--- config.mk ---
export PLATFORM = sky130hd
export DESIGN_NAME = sgx_expander
export DESIGN_NICKNAME = d
export VERILOG_FILES = /design/src/logic/sgx_fifo.v /design/src/logic/sgx_expander.v
export VERILOG_INCLUDE_DIRS = /design/src /design/src/logic
export SDC_FILE = /design/constraint.sdc
export NUM_CORES = 1
export LEC_CHECK = 0
export BUFFER_PORTS_ARGS = -buffer_cell sky130_fd_sc_hd__buf_2
export CAP_MARGIN = 20
export CORE_MARGIN = 3
export CORE_UTILIZATION = 40
export CTS_CLUSTER_DIAMETER = 50
export DETAILED_ROUTE_END_ITERATION = 8
export SLEW_MARGIN = 20
export SYNTH_ARGS = -nofsm -noshare
export SYNTH_HDL_FRONTEND = slang
export SYNTH_SLANG_ARGS = --single-unit
--- constraint.sdc ---
create_clock -name mclk -period 4.5 [get_ports mclk]
set_input_delay 1.125 -clock mclk [delete_from_list [all_inputs] [get_ports mclk]]
set_output_delay 1.125 -clock mclk [all_outputs]
set_load 0.05 [all_outputs]
--- src/logic/sgx_defines.vh ---
// Constants for the serial pin expander: chain geometry and shift timing.
// Assumes a 100 MHz system clock; included by bare name.
`ifndef SGX_DEFINES_VH
`define SGX_DEFINES_VH
`define SGX_GROUP_BITS 8
`define SGX_MAX_GROUPS 8
`define SGX_CLK_PERIOD_NS 10
`define SGX_HALF_PERIOD_NS 80
`define SGX_HALF_CYCLES (`SGX_HALF_PERIOD_NS / `SGX_CLK_PERIOD_NS)
`define SGX_DEF_OUT_GROUPS 4
`define SGX_DEF_IN_GROUPS 4
`define SGX_DEF_FIFO_DEPTH 4
`define SGX_DEF_FIFO_AW 2
`endif

--- src/logic/sgx_fifo.v ---
// Small synchronous FIFO with valid/ready on both sides.
// Assumes DEPTH equals two to the power AW; single clock, active-low reset.
`timescale 1ns/1ns
module sgx_fifo #(
   parameter WIDTH = 32,
   parameter DEPTH = 4,
   parameter AW = 2
) (
   // Clock and reset
   input wire clk,
   input wire rst_n,
   // Fill side
   input wire [WIDTH-1:0] in_data,
   input wire in_valid,
   output wire in_ready,
   // Drain side
   output wire [WIDTH-1:0] out_data,
   output wire out_valid,
   input wire out_ready
);
   reg [WIDTH-1:0] mem [0:DEPTH-1];
   reg [AW-1:0] wr_ptr_reg;
   reg [AW-1:0] rd_ptr_reg;
   reg [AW:0] count_reg;
   reg ready_reg;
   reg empty_reg;
   wire push;
   wire pop;
   wire [AW:0] count_next;

   // Ready is kept as a flop of its own so it leaves the block unbuffered
   assign in_ready = ready_reg;
   assign out_valid = ~empty_reg;
   assign out_data = mem[rd_ptr_reg];
   assign push = in_valid & ready_reg;
   assign pop = out_ready & ~empty_reg;
   assign count_next = count_reg + {{AW{1'b0}}, push} - {{AW{1'b0}}, pop};

   always @(posedge clk) begin
      if (push) begin
         mem[wr_ptr_reg] <= in_data;
      end
   end

   always @(posedge clk or negedge rst_n) begin
      if (!rst_n) begin
         wr_ptr_reg <= {AW{1'b0}};
         rd_ptr_reg <= {AW{1'b0}};
         count_reg <= {(AW+1){1'b0}};
         ready_reg <= 1'b1;
         empty_reg <= 1'b1;
      end else begin
         if (push) begin
            wr_ptr_reg <= wr_ptr_reg + {{(AW-1){1'b0}}, 1'b1};
         end
         if (pop) begin
            rd_ptr_reg <= rd_ptr_reg + {{(AW-1){1'b0}}, 1'b1};
         end
         count_reg <= count_next;
         ready_reg <= (count_next != DEPTH[AW:0]);
         empty_reg <= (count_next == {(AW+1){1'b0}});
      end
   end
endmodule

--- src/logic/sgx_expander.v ---
// Serial pin expander controller: drives a daisy chain of external 8-bit
// shift registers. Assumes start comes from logic on mclk; the serial input
// pin is asynchronous and is synchronised before use.
`timescale 1ns/1ns
`include "sgx_defines.vh"

module sgx_expander #(
   parameter OUT_GROUPS = `SGX_DEF_OUT_GROUPS,
   parameter IN_GROUPS = `SGX_DEF_IN_GROUPS,
   parameter FIFO_DEPTH = `SGX_DEF_FIFO_DEPTH,
   parameter FIFO_AW = `SGX_DEF_FIFO_AW
) (
   // Clock and reset
   input wire mclk,
   input wire resetn,
   // Software control
   input wire channel_command_start_bit,
   // Output level words
   input wire [OUT_GROUPS*`SGX_GROUP_BITS-1:0] channel_output_levels,
   input wire channel_output_levels_valid,
   output wire channel_output_levels_ready,
   // Input level words
   output reg [IN_GROUPS*`SGX_GROUP_BITS-1:0] channel_input_levels,
   output reg channel_input_levels_valid,
   // Expander chain pins
   output reg expander_serial_out,
   output reg expander_load_strobe,
   input wire expander_serial_in,
   output reg expander_chain_reset_n,
   output reg expander_shift_clk
);
   localparam OUT_BITS = OUT_GROUPS * `SGX_GROUP_BITS;
   localparam IN_BITS = IN_GROUPS * `SGX_GROUP_BITS;
   localparam TOT = (OUT_BITS > IN_BITS) ? OUT_BITS : IN_BITS;
   localparam [6:0] TOT_BITS = TOT[6:0];
   localparam integer HALF_CYC = `SGX_HALF_CYCLES - 1;
   localparam [7:0] HALF_LAST = HALF_CYC[7:0];
   localparam [1:0] ST_IDLE = 2'h0;
   localparam [1:0] ST_SHIFT = 2'h1;
   localparam [1:0] ST_LOAD = 2'h2;

   ////////////////////////////////////////////////////////////////////////////
   // Reset release and input synchroniser

   reg rst_meta_reg;
   reg rst_n;
   reg sin_meta_reg;
   reg sin_sync_reg;

   always @(posedge mclk or negedge resetn) begin
      if (!resetn) begin
         rst_meta_reg <= 1'b0;
         rst_n <= 1'b0;
      end else begin
         rst_meta_reg <= 1'b1;
         rst_n <= rst_meta_reg;
      end
   end

   always @(posedge mclk or negedge rst_n) begin
      if (!rst_n) begin
         sin_meta_reg <= 1'b0;
         sin_sync_reg <= 1'b0;
      end else begin
         sin_meta_reg <= expander_serial_in;
         sin_sync_reg <= sin_meta_reg;
      end
   end

   ////////////////////////////////////////////////////////////////////////////
   // Output word buffer

   wire [OUT_BITS-1:0] fifo_data;
   wire fifo_valid;
   wire frame_begin;
   wire [TOT-1:0] word_ext;

   sgx_fifo #(
      .WIDTH(OUT_BITS),
      .DEPTH(FIFO_DEPTH),
      .AW(FIFO_AW)
   ) u_fifo (
      .clk(mclk),
      .rst_n(rst_n),
      .in_data(channel_output_levels),
      .in_valid(channel_output_levels_valid),
      .in_ready(channel_output_levels_ready),
      .out_data(fifo_data),
      .out_valid(fifo_valid),
      .out_ready(frame_begin)
   );

   reg [OUT_BITS-1:0] cur_word_reg;
   wire [OUT_BITS-1:0] next_word;
   assign next_word = fifo_valid ? fifo_data : cur_word_reg;

   // Short output chains are padded at the front so data lands at the near end
   generate
      if (TOT > OUT_BITS) begin : g_pad
         assign word_ext = {{(TOT-OUT_BITS){1'b0}}, next_word};
      end else begin : g_nopad
         assign word_ext = next_word;
      end
   endgenerate

   ////////////////////////////////////////////////////////////////////////////
   // Frame engine

   reg [1:0] state_reg;
   reg [7:0] half_cnt_reg;
   reg [6:0] bit_cnt_reg;
   reg [TOT-1:0] out_sr_reg;
   reg [TOT-1:0] in_sr_reg;
   wire half_done;

   assign half_done = (half_cnt_reg == HALF_LAST);
   // A frame starts on leaving idle and at the end of each load pulse
   assign frame_begin = fifo_valid & (((state_reg == ST_IDLE) & channel_command_start_bit) |
                                      ((state_reg == ST_LOAD) & half_done));

   always @(posedge mclk or negedge rst_n) begin
      if (!rst_n) begin
         state_reg <= ST_IDLE;
         half_cnt_reg <= 8'h00;
         bit_cnt_reg <= 7'h00;
         out_sr_reg <= {TOT{1'b0}};
         in_sr_reg <= {TOT{1'b0}};
         cur_word_reg <= {OUT_BITS{1'b0}};
         channel_input_levels <= {IN_BITS{1'b0}};
         channel_input_levels_valid <= 1'b0;
         expander_serial_out <= 1'b0;
         expander_load_strobe <= 1'b0;
         expander_chain_reset_n <= 1'b0;
         expander_shift_clk <= 1'b0;
      end else begin
         channel_input_levels_valid <= 1'b0;
         case (state_reg)
            ST_IDLE: begin
               half_cnt_reg <= 8'h00;
               if (channel_command_start_bit) begin
                  expander_chain_reset_n <= 1'b1;
                  cur_word_reg <= next_word;
                  out_sr_reg <= word_ext;
                  expander_serial_out <= word_ext[TOT-1];
                  bit_cnt_reg <= 7'h00;
                  state_reg <= ST_SHIFT;
               end
            end
            ST_SHIFT: begin
               half_cnt_reg <= half_done ? 8'h00 : half_cnt_reg + 8'h01;
               if (half_done) begin
                  expander_shift_clk <= ~expander_shift_clk;
                  if (!expander_shift_clk) begin
                     // Rising edge: chain shifts, returned bit is captured
                     in_sr_reg <= {sin_sync_reg, in_sr_reg[TOT-1:1]};
                     bit_cnt_reg <= bit_cnt_reg + 7'h01;
                  end else if (bit_cnt_reg == TOT_BITS) begin
                     expander_load_strobe <= 1'b1;
                     state_reg <= ST_LOAD;
                  end else begin
                     out_sr_reg <= {out_sr_reg[TOT-2:0], 1'b0};
                     expander_serial_out <= out_sr_reg[TOT-2];
                  end
               end
            end
            ST_LOAD: begin
               half_cnt_reg <= half_done ? 8'h00 : half_cnt_reg + 8'h01;
               if (half_done) begin
                  expander_load_strobe <= 1'b0;
                  channel_input_levels <= in_sr_reg[IN_BITS-1:0];
                  channel_input_levels_valid <= 1'b1;
                  cur_word_reg <= next_word;
                  out_sr_reg <= word_ext;
                  expander_serial_out <= word_ext[TOT-1];
                  bit_cnt_reg <= 7'h00;
                  state_reg <= ST_SHIFT;
               end
            end
            default: begin
               state_reg <= ST_IDLE;
            end
         endcase
      end
   end
endmodule

==> results.yml <==
cells_and_area:
  final_util_pct: 47.1
  diodes: 0
  top_register: "u_fifo.mem"
  layout_common_cells: "dfrtp_1 (158), edfxtp_1 (128), mux2_2 (83)"
  final_common_cell: "dfrtp_1"
  area_growth_pct: 15.7
  fill_cells: 2625
  drive_gt1_share_pct: 30.7
  largest_register_ffs: 128
  nets: 927
cts:
  cts_buffer_depth: 3
  clkTransAtPathRegs_ps: 60
  cts-root-buf: "clkbuf_16"
  postCtsHoldBufs: 0
  cts_max_level: 2
  clk_latency_ps: 520
  cts_inserted_buffers: 36
  cts.repair.resized: 0
  cts_sinks: 290
  postCtsSetupBuffers: 0
  cts_tree: "done"
synthesis:
  synth_cells: 801
  yosys_warnings: 0
  synthArstFlopShare_pct: 55.9
  synth_seq_cells: 290
  synth_area_um2: 12100
  syn_avg_cell_area_um2: 15.1
  ys_seq_area_share_pct: 65.2
  ys_types: 63
  synthesis.nets: 852
  synth_flop_cell: "dfrtp_1"
  synth_edf_count: 128
power_and_ir_drop:
  pwr-share-clk_pct: 29.7
  p_total_mw: 9.35
  powerDensity_nw_per_um2: 666
  ir_drop_mv: 0.310
  power_frac_seq_pct: 40.5
  switchingPower_mw: 2.97
  intPower_mw: 6.37
  p_comb_share_pct: 29.8
  swShare_pct: 31.8
  leakagePower_nw: 5.82
detailed_routing:
  ant_nets: 0
  wl_per_cell_um: 17.4
  dr.first_iter.drc_count: 457
  drc_errors: 0
  vias_per_cell: 5.24
  routed_wl_um: 22400
  dr.pass1.iters: 5
  vias: 6777
global_route:
  grt_pass1_vias: 6875
  track_usage_pct: 14.0
  overflow: 0
  antenna_found_initial: 0
  grt_pass1_wl_um: 37400
  grt_start_max_net_pins: 89
run:
  maxCapViolations: 0
place:
  place.gp.congestion: 0.730
  portBuffers: 74
  dp_hpwl_um: 12900
sta:
  max-slew-margin-rel_pct: 38.1
  rsz0062_at_grt: "false"
  skew_ps: 13.1
  final_max_slew_viol_count: 0
  setup_viol: 0
  tightest_slew_ps: 928
  hold_slack_ps: 341
  period_minus_slack_ps: 2740
  hold_viol_final: 0
  fmax_ghz: 0.365
  fin_setup_tns_ps: 0
  period_share_pct: 60.9
critical_path:
  crit_required_ps: 4920
  crit_fanout: 8
  cp_top_family: "adder cells"
  slowest_stage: "dfrtp_1"
  crit_path_start_kind: "flip-flop"
  arrival_ps: 3160
  cp-end-kind: "flip-flop"
  worstPathCellList: "nor3_4, nand3_1, a21oi_1, ha_1, inv_1, ha_1, inv_1, fa_1, xnor2_1, xnor2_1, nand3b_1"
  critPathBufInv: 2
  slowest_delay_ps: 510
  worstSetupPathType: "reg2reg"
floorplanning:
  chipHeight_um: 180
  die_area_um2: 32400
  core_area_um2: 29800
  rows: 63
  io_pins: 75
  initial_core_util_pct: 40.7
  die_w_um: 180
min_path:
  worstHoldPathType: "reg2reg"
outcome:
  status: "finished, final reports clean"
-- path summary, 6_finish.rpt --
kind / startpoint / to / slack (ps) / depth (start not counted)
worst max-delay path: half_cnt_reg[4] / u_fifo.in_ready / 1760 / 11
max in group asynchronous: rst_n / cur_word_reg[15] / 3050 / 1
worst min-delay path: rst_meta_reg / rst_n / 340 / 0
worst max register to register: half_cnt_reg[4] / u_fifo.in_ready / 1760 / 11
worst min register to register: rst_meta_reg / rst_n / 340 / 0
min in group asynchronous: resetn / rst_n / 390 / 1
-- power by group through the flow --
stage	logic (mW)	registers, mW	clock network, mW
4_1_cts	2.85	3.80	2.85
5_1_grt	3.10	3.86	2.99
3_3_place_gp	2.79	3.82	0
3_5_place_dp	2.85	3.84	0
2_1_floorplan	2.29	3.71	0
6_report	2.79	3.78	2.77
-- per-layer routing --
| layer | global-route usage, % | share of wire (%) |
|---|---|---|
| met1 | 19.5 | 46 |
| met2 | 22.8 | 48 |
| met3 | 2.62 | 3.9 |
| met4 | 3.53 | 1.7 |
| met5 | 0 | 0 |
-- area by class of cell --
cell class | instances | area, um2 | share of cell area (%)
clock inverters | 15 | 174 | 1.24
clock buffers | 50 | 983 | 7.01
well taps | 390 | 488 | 3.48
multi-input cells | 427 | 3860 | 27.5
inverters | 33 | 124 | 0.883
flip-flops and latches | 290 | 7910 | 56.4
repair buffers | 88 | 488 | 3.48
-- metrics by stage --
step / std cells / worst slack, ps / area (um2)
6_report: 1293 / 1760 / 14000
5_1_grt: 1293 / 1540 / 14000
4_1_cts: 1293 / 1650 / 14000
3_5_place_dp: 1228 / 1420 / 12900
3_3_place_gp: 1228 / 1510 / 12900
2_1_floorplan: 801 / 1750 / 12100
-- cell usage after synthesis, drive strengths merged (4+ instances only) --
master,number,area [um2]
a22oi,12,90.1
edfxtp,128,3840
dfrtp,160,4000
nor2,14,60.1
nand3b,6,57.6
nor3,5,36.3
or3,4,25.0
and3,8,50.1
a221o,4,40.0
nor3b,5,37.5
inv,33,124
nand2,32,120
buf,21,141
mux4,31,698
nand2b,15,93.8
a32o,21,210
ha,13,163
o21ai,28,140
a22o,14,123
xnor2,6,52.6
clkbuf,30,113
a21oi,38,205
mux2,97,1100
nand3,35,175
nor4,4,40.0
-- cell families after synthesis --
logic type | Yosys count | share of synthesized area [%]
adders and majority gates | 14 | 1.51
xor gates and xnor gates | 8 | 0.578
DFF | 290 | 65.2
other | 1 | 0.0309
muxes | 131 | 15.1
and+or+nand+nor | 144 | 6.92
buffers and inverters | 84 | 3.12
AOI/OAI and AO/OA | 129 | 7.58
-- worst reg2reg max path, cell delays in order (launching register included) --
cell	delay [ps]
dfrtp_1	510
nor3_4	340
nand3_1	150
a21oi_1	270
ha_1	280
inv_1	60
ha_1	130
inv_1	50
fa_1	370
xnor2_1	140
xnor2_1	250
nand3b_1	120
(Power assumes the default switching activity.)
